**src/common/thl_pkg.sv**
```systemverilog
// Package for the two-wire high-level controller register layer
// Contract
// - Command write with slave-only clear launches master transfer or core register access.
// - Command write with slave-only set launches nothing; all command fields except opcode and read bit still update.
// - Valid flag set by every write; cleared by completions or remote read.
// - Remote reads command register; valid only with valid flag and slave-only.
// - Opcode decodes addressing width, byte size, transfer form, clock and extended access.
// - Opcode 0110 extra opcode picks slave addr, data, control, ext addr, reset.
// - Extra opcode 011 selects clock control on write, status on read.
// - Read bit picks direction on launch; reads back last master transfer result.
// - Size override takes length from size field, coded as length minus one.
// - Ten-bit remote address gives slave address; top bits only for 10-bit.
// - Internal address byte is internal address field over extra opcode bits.
// - Extended internal address flag sends extension address byte first.
// - Data field holds last write, then master completion code or configuration read result.
// - Scratch bits keep whatever software last wrote.
// - Mailbox valid bits set to 11 by remote write, cleared by software read.
// - Remote writes mailbox with one or four bytes; valid only when 11.
// - Mailbox interrupt source set on every remote mailbox write.
// - Write-path interrupt source set whenever command valid flag clears.
// - Update sources clear on write of one; core source is read-only.
// - Enabling controller clears core enable; disabling clears both update enables.
// - Live line levels readable; override bits pull the line low.
// - Extension data supplies bytes five to eight of master transfers.
// - Core soft reset access returns core idle and clears its flags.
package thl_pkg;
  localparam logic [63:0] ADDR_CMD = 64'h0001180000001000;
  localparam logic [63:0] ADDR_MBOX = 64'h0001180000001008;
  localparam logic [63:0] ADDR_INT = 64'h0001180000001010;
  localparam logic [63:0] ADDR_EXT = 64'h0001180000001018;
  localparam int CMD_V = 63;
  localparam int CMD_SLAVE_ONLY_MODE = 62;
  localparam int CMD_EIA = 61;
  localparam int CMD_OP_LO = 57;
  localparam int CMD_RD = 56;
  localparam int CMD_SIZE_OVERRIDE = 55;
  localparam int CMD_SIZE_LO = 52;
  localparam int CMD_SCR_LO = 50;
  localparam int CMD_ADDR_LO = 40;
  localparam int CMD_IA_LO = 35;
  localparam int CMD_EOP_LO = 32;
  localparam int INT_SCL = 11;
  localparam int INT_SDA = 10;
  localparam int INT_CLOCK_LINE_OVERRIDE = 9;
  localparam int INT_DATA_LINE_OVERRIDE = 8;
  localparam int INT_CORE_EN = 6;
  localparam int INT_MAILBOX_IRQ_ENABLE = 5;
  localparam int INT_WRITE_PATH_IRQ_ENABLE = 4;
  localparam int INT_CORE = 2;
  localparam int INT_TS = 1;
  localparam int INT_ST = 0;
  localparam int EXT_IA_LO = 32;
  localparam logic [3:0] OP_CLK = 4'h4;
  localparam logic [3:0] OP_EXT = 4'h6;
  localparam logic [1:0] MBOX_FULL = 2'h3;
  localparam logic [1:0] MBOX_EMPTY = 2'h0;
  localparam logic [2:0] LEN_ONE = 3'h0;
  localparam logic [2:0] LEN_FOUR = 3'h3;
  localparam logic [31:0] DATA_RST = 32'h00000000;
  typedef enum logic [2:0] {
    THL_SLV_ADDR, THL_DATA, THL_CTRL, THL_CLK_OR_STAT,
    THL_EXT_SLV, THL_RSV5, THL_RSV6, THL_SOFT_RST
  } thl_eop_t;
  typedef enum logic [3:0] {
    THL_REG_SLV_ADDR, THL_REG_DATA, THL_REG_CTRL, THL_REG_CLK_CTRL, THL_REG_STATUS,
    THL_REG_EXT_SLV, THL_REG_SOFT_RST, THL_REG_MASTER_CLK, THL_REG_NONE
  } thl_core_reg_t;
  typedef struct packed {
    logic valid;
    logic write;
    logic [63:0] addr;
    logic [63:0] wdata;
  } thl_csr_req_t;
  typedef struct packed {
    logic ten_bit;
    logic read;
    logic with_ia;
    logic ext_ia;
    logic [2:0] len_m1;
    logic [9:0] addr;
    logic [7:0] ia;
    logic [7:0] ext_ia_byte;
    logic [63:0] data;
  } thl_mst_cmd_t;
  typedef struct packed {
    thl_core_reg_t sel;
    logic read;
    logic [7:0] wdata;
  } thl_cfg_cmd_t;
  typedef struct packed {
    logic mst_done;
    logic mst_ok;
    logic [31:0] mst_code;
    logic cfg_done;
    logic [7:0] cfg_rdata;
  } thl_core_rsp_t;
  typedef struct packed {
    logic rd_cmd;
    logic wr_mbox;
    logic four_byte;
    logic [31:0] wdata;
  } thl_rmt_t;
  typedef struct packed {
    logic is_master;
    logic is_cfg;
    logic ten_bit;
    logic four_byte;
    logic with_ia;
  } thl_op_t;
endpackage

```
**src/logic/thl_regs.sv**
```systemverilog
// Register layer of the two-wire high-level controller
`timescale 1ns/1ns
module thl_regs (
  input wire logic clk_in,
  input wire logic rst_in,
  input wire thl_pkg::thl_csr_req_t csr_req_in,
  output logic csr_rsp_out,
  output logic [63:0] csr_rdata_out,
  output logic mst_req_out,
  output thl_pkg::thl_mst_cmd_t mst_cmd_out,
  output logic cfg_req_out,
  output thl_pkg::thl_cfg_cmd_t cfg_cmd_out,
  input wire thl_pkg::thl_core_rsp_t core_rsp_in,
  input wire logic core_irq_in,
  input wire logic hlc_enable_in,
  input wire thl_pkg::thl_rmt_t rmt_in,
  output logic cmd_valid_out,
  output logic [31:0] cmd_data_out,
  output logic [33:0] mbox_out,
  input wire logic scl_in,
  input wire logic sda_in,
  output logic scl_out,
  output logic scl_oe_out,
  output logic sda_out,
  output logic sda_oe_out,
  output logic irq_out
);
  // Opcode layout: bit3 four bytes, bit1 ten-bit, bit0 combined or with address
  function automatic thl_pkg::thl_op_t decode_op(input logic [3:0] op);
    thl_pkg::thl_op_t d;
    d = '0;
    d.is_master = !op[2];
    d.is_cfg = (op == thl_pkg::OP_CLK) || (op == thl_pkg::OP_EXT);
    d.ten_bit = op[1];
    d.four_byte = op[3];
    d.with_ia = op[0];
    return d;
  endfunction

  function automatic thl_pkg::thl_core_reg_t decode_eop(input logic [2:0] eop, input logic rd);
    thl_pkg::thl_core_reg_t r;
    case (thl_pkg::thl_eop_t'(eop))
      thl_pkg::THL_SLV_ADDR: r = thl_pkg::THL_REG_SLV_ADDR;
      thl_pkg::THL_DATA: r = thl_pkg::THL_REG_DATA;
      thl_pkg::THL_CTRL: r = thl_pkg::THL_REG_CTRL;
      thl_pkg::THL_CLK_OR_STAT: r = rd ? thl_pkg::THL_REG_STATUS : thl_pkg::THL_REG_CLK_CTRL;
      thl_pkg::THL_EXT_SLV: r = thl_pkg::THL_REG_EXT_SLV;
      thl_pkg::THL_SOFT_RST: r = thl_pkg::THL_REG_SOFT_RST;
      default: r = thl_pkg::THL_REG_NONE;
    endcase
    return r;
  endfunction

  logic sw_v;
  logic slave_only_mode;
  logic extended_int_addr_enable;
  logic result;
  logic size_override;
  logic [2:0] size;
  logic [1:0] scratch_bits;
  logic [9:0] raddr;
  logic [4:0] ia;
  logic [2:0] eop;
  logic [31:0] data;
  logic [7:0] ext_ia;
  logic [31:0] ext_d;
  logic [1:0] mb_v;
  logic [31:0] mb_d;
  logic core_en;
  logic mailbox_irq_enable;
  logic write_path_irq_enable;
  logic mailbox_irq_source;
  logic write_path_irq_source;
  logic core_int;
  logic hlc_q;
  logic cfg_rd_pend;
  logic bad_op;
  logic scl_s1;
  logic scl_s2;
  logic sda_s1;
  logic sda_s2;

  logic [63:0] wd;
  logic wr_cmd;
  logic wr_int;
  logic wr_ext;
  logic rd_mbox;
  logic launch;
  thl_pkg::thl_op_t op_d;
  thl_pkg::thl_core_reg_t sel_d;
  logic clr_v;
  logic v_fall;

  assign wd = csr_req_in.wdata;
  assign wr_cmd = csr_req_in.valid && csr_req_in.write && csr_req_in.addr == thl_pkg::ADDR_CMD;
  assign wr_int = csr_req_in.valid && csr_req_in.write && csr_req_in.addr == thl_pkg::ADDR_INT;
  assign wr_ext = csr_req_in.valid && csr_req_in.write && csr_req_in.addr == thl_pkg::ADDR_EXT;
  assign rd_mbox = csr_req_in.valid && !csr_req_in.write
    && csr_req_in.addr == thl_pkg::ADDR_MBOX;
  assign launch = wr_cmd && !wd[thl_pkg::CMD_SLAVE_ONLY_MODE];
  assign op_d = decode_op(wd[thl_pkg::CMD_OP_LO +: 4]);
  assign sel_d = (wd[thl_pkg::CMD_OP_LO +: 4] == thl_pkg::OP_CLK) ? thl_pkg::THL_REG_MASTER_CLK
    : decode_eop(wd[thl_pkg::CMD_EOP_LO +: 3], wd[thl_pkg::CMD_RD]);
  assign clr_v = core_rsp_in.mst_done || core_rsp_in.cfg_done || bad_op
    || (slave_only_mode && rmt_in.rd_cmd);
  assign v_fall = sw_v && clr_v && !wr_cmd;

  // Line inputs come from the pins, so they are synchronised first
  always_ff @(posedge clk_in) begin
    if (rst_in) begin
      scl_s1 <= 1'b1;
      scl_s2 <= 1'b1;
      sda_s1 <= 1'b1;
      sda_s2 <= 1'b1;
    end else begin
      scl_s1 <= scl_in;
      scl_s2 <= scl_s1;
      sda_s1 <= sda_in;
      sda_s2 <= sda_s1;
    end
  end

  // valid flag, software write wins over a same-cycle clear
  always_ff @(posedge clk_in) begin
    if (rst_in) begin
      sw_v <= 1'b0;
    end else if (wr_cmd) begin
      sw_v <= 1'b1;
    end else if (clr_v) begin
      sw_v <= 1'b0;
    end
  end

  always_ff @(posedge clk_in) begin
    if (rst_in) begin
      slave_only_mode <= 1'b0;
      extended_int_addr_enable <= 1'b0;
      size_override <= 1'b0;
      size <= '0;
      scratch_bits <= '0;
      raddr <= '0;
      ia <= '0;
      eop <= '0;
    end else if (wr_cmd) begin
      slave_only_mode <= wd[thl_pkg::CMD_SLAVE_ONLY_MODE];
      extended_int_addr_enable <= wd[thl_pkg::CMD_EIA];
      size_override <= wd[thl_pkg::CMD_SIZE_OVERRIDE];
      size <= wd[thl_pkg::CMD_SIZE_LO +: 3];
      scratch_bits <= wd[thl_pkg::CMD_SCR_LO +: 2];
      raddr <= wd[thl_pkg::CMD_ADDR_LO +: 10];
      ia <= wd[thl_pkg::CMD_IA_LO +: 5];
      eop <= wd[thl_pkg::CMD_EOP_LO +: 3];
    end
  end

  // data field: write, then completion code or config read result
  always_ff @(posedge clk_in) begin
    if (rst_in) begin
      data <= thl_pkg::DATA_RST;
    end else if (wr_cmd) begin
      data <= wd[31:0];
    end else if (core_rsp_in.mst_done) begin
      data <= core_rsp_in.mst_code;
    end else if (core_rsp_in.cfg_done && cfg_rd_pend) begin
      data <= {24'h000000, core_rsp_in.cfg_rdata};
    end
  end

  // result of the most recent master transfer
  always_ff @(posedge clk_in) begin
    if (rst_in) begin
      result <= 1'b0;
    end else if (core_rsp_in.mst_done) begin
      result <= core_rsp_in.mst_ok;
    end else if (bad_op) begin
      result <= 1'b0;
    end
  end

  // extension address byte and upper data bytes
  always_ff @(posedge clk_in) begin
    if (rst_in) begin
      ext_ia <= '0;
      ext_d <= '0;
    end else if (wr_ext) begin
      ext_ia <= wd[thl_pkg::EXT_IA_LO +: 8];
      ext_d <= wd[31:0];
    end
  end

  // Unused opcodes complete at once as failures; unused extra opcodes 5 and 6 launch nothing and leave valid set
  always_ff @(posedge clk_in) begin
    if (rst_in) begin
      bad_op <= 1'b0;
    end else begin
      bad_op <= launch && !op_d.is_master && !op_d.is_cfg;
    end
  end

  always_ff @(posedge clk_in) begin
    if (rst_in) begin
      mst_req_out <= 1'b0;
      mst_cmd_out <= '0;
    end else begin
      mst_req_out <= launch && op_d.is_master;
      if (launch && op_d.is_master) begin
        mst_cmd_out.ten_bit <= op_d.ten_bit;
        mst_cmd_out.read <= wd[thl_pkg::CMD_RD];
        mst_cmd_out.with_ia <= op_d.with_ia;
        mst_cmd_out.ext_ia <= op_d.with_ia && wd[thl_pkg::CMD_EIA];
        mst_cmd_out.len_m1 <= wd[thl_pkg::CMD_SIZE_OVERRIDE] ? wd[thl_pkg::CMD_SIZE_LO +: 3]
          : (op_d.four_byte ? thl_pkg::LEN_FOUR : thl_pkg::LEN_ONE);
        mst_cmd_out.addr <= wd[thl_pkg::CMD_ADDR_LO +: 10];
        mst_cmd_out.ia <= {wd[thl_pkg::CMD_IA_LO +: 5], wd[thl_pkg::CMD_EOP_LO +: 3]};
        mst_cmd_out.ext_ia_byte <= ext_ia;
        mst_cmd_out.data <= {ext_d, wd[31:0]};
      end
    end
  end

  // core register access, soft reset included
  always_ff @(posedge clk_in) begin
    if (rst_in) begin
      cfg_req_out <= 1'b0;
      cfg_cmd_out <= '{sel: thl_pkg::THL_REG_NONE, read: 1'b0, wdata: 8'h00};
      cfg_rd_pend <= 1'b0;
    end else begin
      cfg_req_out <= launch && op_d.is_cfg && sel_d != thl_pkg::THL_REG_NONE;
      if (launch && op_d.is_cfg) begin
        cfg_cmd_out.sel <= sel_d;
        cfg_cmd_out.read <= wd[thl_pkg::CMD_RD];
        cfg_cmd_out.wdata <= wd[7:0];
      end
      if (launch && op_d.is_cfg) begin
        cfg_rd_pend <= wd[thl_pkg::CMD_RD];
      end else if (core_rsp_in.cfg_done) begin
        cfg_rd_pend <= 1'b0;
      end
    end
  end

  // mailbox, remote write wins over software read clear
  always_ff @(posedge clk_in) begin
    if (rst_in) begin
      mb_v <= thl_pkg::MBOX_EMPTY;
      mb_d <= '0;
    end else if (rmt_in.wr_mbox) begin
      mb_v <= thl_pkg::MBOX_FULL;
      mb_d <= rmt_in.four_byte ? rmt_in.wdata : {mb_d[31:8], rmt_in.wdata[7:0]};
    end else if (rd_mbox) begin
      mb_v <= thl_pkg::MBOX_EMPTY;
    end
  end

  // enables, controller edges override a same-cycle write
  always_ff @(posedge clk_in) begin
    if (rst_in) begin
      hlc_q <= hlc_enable_in;
      core_en <= 1'b0;
      mailbox_irq_enable <= 1'b0;
      write_path_irq_enable <= 1'b0;
    end else begin
      hlc_q <= hlc_enable_in;
      if (hlc_enable_in && !hlc_q) begin
        core_en <= 1'b0;
      end else if (wr_int) begin
        core_en <= wd[thl_pkg::INT_CORE_EN];
      end
      if (!hlc_enable_in && hlc_q) begin
        mailbox_irq_enable <= 1'b0;
        write_path_irq_enable <= 1'b0;
      end else if (wr_int) begin
        mailbox_irq_enable <= wd[thl_pkg::INT_MAILBOX_IRQ_ENABLE];
        write_path_irq_enable <= wd[thl_pkg::INT_WRITE_PATH_IRQ_ENABLE];
      end
    end
  end

  always_ff @(posedge clk_in) begin
    if (rst_in) begin
      mailbox_irq_source <= 1'b0;
      write_path_irq_source <= 1'b0;
      core_int <= 1'b0;
    end else begin
      core_int <= core_irq_in;
      if (rmt_in.wr_mbox) begin
        mailbox_irq_source <= 1'b1;
      end else if (wr_int && wd[thl_pkg::INT_TS]) begin
        mailbox_irq_source <= 1'b0;
      end
      if (v_fall) begin
        write_path_irq_source <= 1'b1;
      end else if (wr_int && wd[thl_pkg::INT_ST]) begin
        write_path_irq_source <= 1'b0;
      end
    end
  end

  // the controller setting decides which sources count
  always_ff @(posedge clk_in) begin
    if (rst_in) begin
      irq_out <= 1'b0;
    end else begin
      irq_out <= hlc_enable_in ? ((mailbox_irq_source && mailbox_irq_enable) || (write_path_irq_source && write_path_irq_enable))
        : (core_int && core_en);
    end
  end

  // override pulls the line low through its open-drain driver
  always_ff @(posedge clk_in) begin
    if (rst_in) begin
      scl_oe_out <= 1'b0;
      sda_oe_out <= 1'b0;
      scl_out <= 1'b0;
      sda_out <= 1'b0;
    end else if (wr_int) begin
      scl_oe_out <= wd[thl_pkg::INT_CLOCK_LINE_OVERRIDE];
      sda_oe_out <= wd[thl_pkg::INT_DATA_LINE_OVERRIDE];
    end
  end

  // view for the remote slave engine
  always_ff @(posedge clk_in) begin
    if (rst_in) begin
      cmd_valid_out <= 1'b0;
      cmd_data_out <= '0;
      mbox_out <= '0;
    end else begin
      cmd_valid_out <= sw_v && slave_only_mode && !clr_v;
      cmd_data_out <= data;
      mbox_out <= {mb_v, mb_d};
    end
  end

  // Register read port, answer one cycle after the request
  always_ff @(posedge clk_in) begin
    if (rst_in) begin
      csr_rsp_out <= 1'b0;
      csr_rdata_out <= '0;
    end else begin
      csr_rsp_out <= csr_req_in.valid;
      csr_rdata_out <= '0;
      if (csr_req_in.valid && !csr_req_in.write) begin
        case (csr_req_in.addr)
          // opcode fields read back as zero, read bit shows the result
          thl_pkg::ADDR_CMD: csr_rdata_out <= {sw_v, slave_only_mode, extended_int_addr_enable, 4'h0, result, size_override, size,
            scratch_bits, raddr, ia, 3'h0, data};
          thl_pkg::ADDR_MBOX: csr_rdata_out <= {mb_v, 30'h00000000, mb_d};
          thl_pkg::ADDR_INT: csr_rdata_out <= {52'h0, scl_s2, sda_s2, scl_oe_out, sda_oe_out,
            1'b0, core_en, mailbox_irq_enable, write_path_irq_enable, 1'b0, core_int, mailbox_irq_source, write_path_irq_source};
          thl_pkg::ADDR_EXT: csr_rdata_out <= {24'h000000, ext_ia, ext_d};
          default: csr_rdata_out <= '0;
        endcase
      end
    end
  end
endmodule

```
**config.mk**
```make
export PLATFORM = sky130hd
export DESIGN_NAME = thl_regs
export DESIGN_NICKNAME = d
export VERILOG_FILES = /design/src/common/thl_pkg.sv /design/src/logic/thl_regs.sv
export SDC_FILE = /design/constraint.sdc
export NUM_CORES = 1
export LEC_CHECK = 0
export ABC_AREA = 1
export BUFFER_PORTS_ARGS = -buffer_cell sky130_fd_sc_hd__buf_2
export CORE_MARGIN = 4
export CORE_UTILIZATION = 46
export DETAILED_ROUTE_END_ITERATION = 8
export HOLD_SLACK_MARGIN = 0.05
export PLACE_DENSITY_LB_ADDON = 0.12
export SETUP_SLACK_MARGIN = 0.4
export SYNTH_ARGS = -nofsm -noshare
export SYNTH_HDL_FRONTEND = slang
export SYNTH_SLANG_ARGS = --single-unit
```
**constraint.sdc**
```tcl
create_clock -name clk_in -period 1.5 [get_ports clk_in]
set_input_delay 0.075 -clock clk_in [delete_from_list [all_inputs] [get_ports clk_in]]
set_output_delay 0.075 -clock clk_in [all_outputs]
set_load 0.01 [all_outputs]
```
==> results.md <==
- Drt drc: 0
- TritonCTS buffer count: 41
- Dpl cells: between 2k and 3k
- Final #Nets: between 2k and 3k
- Final hold viol count: 0
- Critical Path AT: between 1500 and 2000 ps
- Number of synthesized register bits: approximately 390
- FF-to-FF path depth: 6
- Crit Path Max Fanout: 8
- Total GRT Usage: 0.301
- Port Buffers: around 460
- Initial Util: 0.468
- Area grow syn2layout: 58.0%
- Register area share after synthesis: 0.520
- Min-delay src: rst_in
- Clock slew at reported path FFs: 60 ps
- First-pass GRT wire length: roughly 85000 µm
- Fillers: roughly 2.5k
- Xor/xnor share of the synthesized area: 0.000590
- Die W: around 190 µm
- PwrDens: ~1000 nW/µm²
- Dpl ws: -369 ps
- Area fraction of the dominant cell type after synthesis: 0.520
- Status: completed
- Fraction of layout cells with a size suffix above 1: 0.343
- Max-slew violations: 0
- Die area: approximately 35000 µm²
- Synth Instances: 2017
- Top post-synthesis cells by area: dfxtp_1 52%, nor2_1 13%, nand2_1 8.3%, inv_1 5.2%, nand4_1 4.8%
- Worst-Skew Late Latency: between 500 and 600 ps
- Worst hold path type: primary input to flip-flop
- Pleak: roughly 0.010 µW
- Synth cell types: 29
- Std cell rows: 65
- Setup Skew: 11.6 ps
- Post-route setup slack: about 220 ps
- CTS tree: built
- Post-DP Area: 18100 µm²
- Critical path class: primary input to flip-flop
- Final Instance Area: about 23000 µm²
- Largest net degree at the start of global routing: 91
- Die height: approximately 190 µm
- Hold worst-path end: cfg_cmd_out[10]$_SDFFE_PP0P_
- Core footprint: ~32000 µm²
- Worst setup EP type: flip-flop
- Root buffer cell: clkbuf_16
- Worst r2r src: cfg_rd_pend$_SDFFE_PP0P_
- Critical Path Source: csr_req_in[127]
- Slew headroom: 0.643
- DRT iter0 DRCs: approximately 1.3k
- Clock Sinks: ~390
- Final Util: 0.739
- Number of routed nets with antenna violations: 0
- Compound-gate portion of the synthesized area: 0.0967
- Vias in the first global route: 15.6k
- Worst-margin pin slew: 531 ps
- Final WL: slightly above 60000 µm
- Main combinational cell family by area after synthesis: simple AND/OR/NAND/NOR gates
- Unrepaired setup endpoints after global routing: true
- 1st-pass router iterations: 5
- Initial antenna violation count: 1
- I/O pins: approximately 460
- Non-Filler Instances: roughly 3.1k
- Hold Slack: between 70 and 80 ps
- Synthesized area: roughly 15000 µm²
- DR vias/cell: between 5 and 6
- Reg-to-reg endpoint: data[8]$_SDFFE_PP0P_
- Final min period: around 1300 ps
- Worst Setup Start Kind: primary input
- MaxCap Viol Count: 0
- Hold path depth: 5
- Post-Synth Adder-Cell Area: 0
- Final period utilization: 0.854
- Placer Congestion: about 0.89
- DR WL/cell: slightly below 20 µm
- Syn_area_per_cell: between 7 and 8 µm²
- CTS Buffer Depth: 3
- Largest vdd supply drop: 1010 µV
- Cell taking the most area after synthesis: dfxtp_1
- Mux share of post-synthesis cell area: 0.00607
- Synth Area in Simple Gates: 0.282
- Routed via count: about 16k
- Synth warnings: 0
- CTS H-Tree Depth: 2
- Max Freq: just under 800 MHz
- WP data required: between 1500 and 2000 ps
- DP HPWL: 37300 µm
- Flop2flop setup slack: 320 ps
- GR Overflow Total: 0
- Count of final setup violators: 0
[layout make-up]
type	instances	area (µm²)	area share
antenna	2	5.00	0.000213
clock buffer	59	1250	0.0532
clock inverter	14	181	0.00774
inverter	210	826	0.0352
multi-input combinational	1291	6320	0.269
sequential	385	7840	0.334
tap	402	503	0.0215
timing repair buffer	762	6520	0.278
[power by group]
part / total [µW] / switching [µW] / internal, µW / leakage, µW
Clock: 10600 / 4170 / 6460 / 0.000712
Sequential: 10500 / 75.7 / 10400 / 0.00317
Combinational: 1960 / 1090 / 874 / 0.00658
Total: 23100 / 5330 / 17700 / 0.0105
[worst max path at each step]
| stage | to | depth (start not counted) |
|---|---|---|
| floorplan | csr_rdata_out[29]$_SDFF_PP0_ | 11 |
| global placement | csr_rdata_out[29]$_SDFF_PP0_ | 13 |
| detailed placement | csr_rdata_out[29]$_SDFF_PP0_ | 13 |
| CTS | mst_cmd_out[72]$_SDFFE_PP0P_ | 14 |
| global route | mst_cmd_out[10]$_SDFFE_PP0P_ | 14 |
| finish | csr_rdata_out[20]$_SDFF_PP0_ | 13 |
[repair_timing]
item,CTS,global route
hold endpoints to repair,214,0
resized for setup,149,295
setup endpoints to repair,295,346
cloned,7,26
pin swaps,12,99
buffers inserted,20,25
hold buffers,140,0
[per-layer routing]
layer  part of all wire  GRT usage
met1               0.39      0.377
met2               0.49      0.510
met5                  0          0
met4              0.044      0.123
met3              0.082     0.0585
[registers in the layout, indices dropped and copies added (netlist names), 13 cells and up]
name           cells
cfg_cmd_out       13
cmd_data_out      32
csr_rdata_out     60
data              32
ext_d             32
mb_d              32
mbox_out          33
mst_cmd_out       97
[layout by cell type, fill, tap and decap left out, drive strengths merged]
master,n
diode,2
buf,604
nand4,114
a211oi,9
nor3,25
dlymetal6s4s,1
nand2,329
o22ai,33
or2,4
xnor2,1
conb,6
inv,206
clkbuf,77
a21oi,133
clkinv,13
o21ai,97
bufinv,4
nor2,506
dlygate4sd3,139
clkinvlp,1
mux2,8
dfxtp,385
nand3,23
nand3b,2
a311oi,1
[kinds of logic after synthesis]
logic type | count (synthesis)
AOI/OAI and AO/OA | 273
xor gates and xnor gates | 1
buffers and inverters | 347
DFF | 385
muxes | 8
other | 1
and+or+nand+nor | 1002
[worst max-delay path, stage by stage]
cell       delay, ps
buf_2            110
nor2_2           100
nand2_1           50
nor2_1            90
nand2_1           90
nor2_4           130
buf_12           130
buf_12           130
nand3_4          110
nand4_1          200
nand2_4          160
clkbuf_16        220
nor2_2           110
[Yosys cell counts]
cell type / number
buf_1: 20
clkinv_1: 3
clkbuf_1: 79
inv_2: 1
dfxtp_1: 385
nand3_1: 21
xnor2_1: 1
nand3_4: 1
nand4_1: 114
nor2_1: 499
nand2_1: 328
nor3_1: 25
nor2_4: 1
a21oi_1: 133
buf_4: 7
a311oi_1: 1
inv_1: 206
o21ai_0: 97
nand2_4: 1
or2_2: 4
nor2_2: 5
buf_6: 7
nor2_8: 1
nand3b_1: 2
mux2_2: 8
o22ai_1: 33
a211oi_1: 9
conb_1: 1
buf_2: 24
[stage by stage]
stage          TNS, ps  power [µW]
6_report             0       23100
2_1_floorplan        0       11400
3_5_place_dp    -58440       12200
4_1_cts              0       23000
5_1_grt              0       23700
3_3_place_gp    -50150       12200
Power figures use the tool's default switching activity.
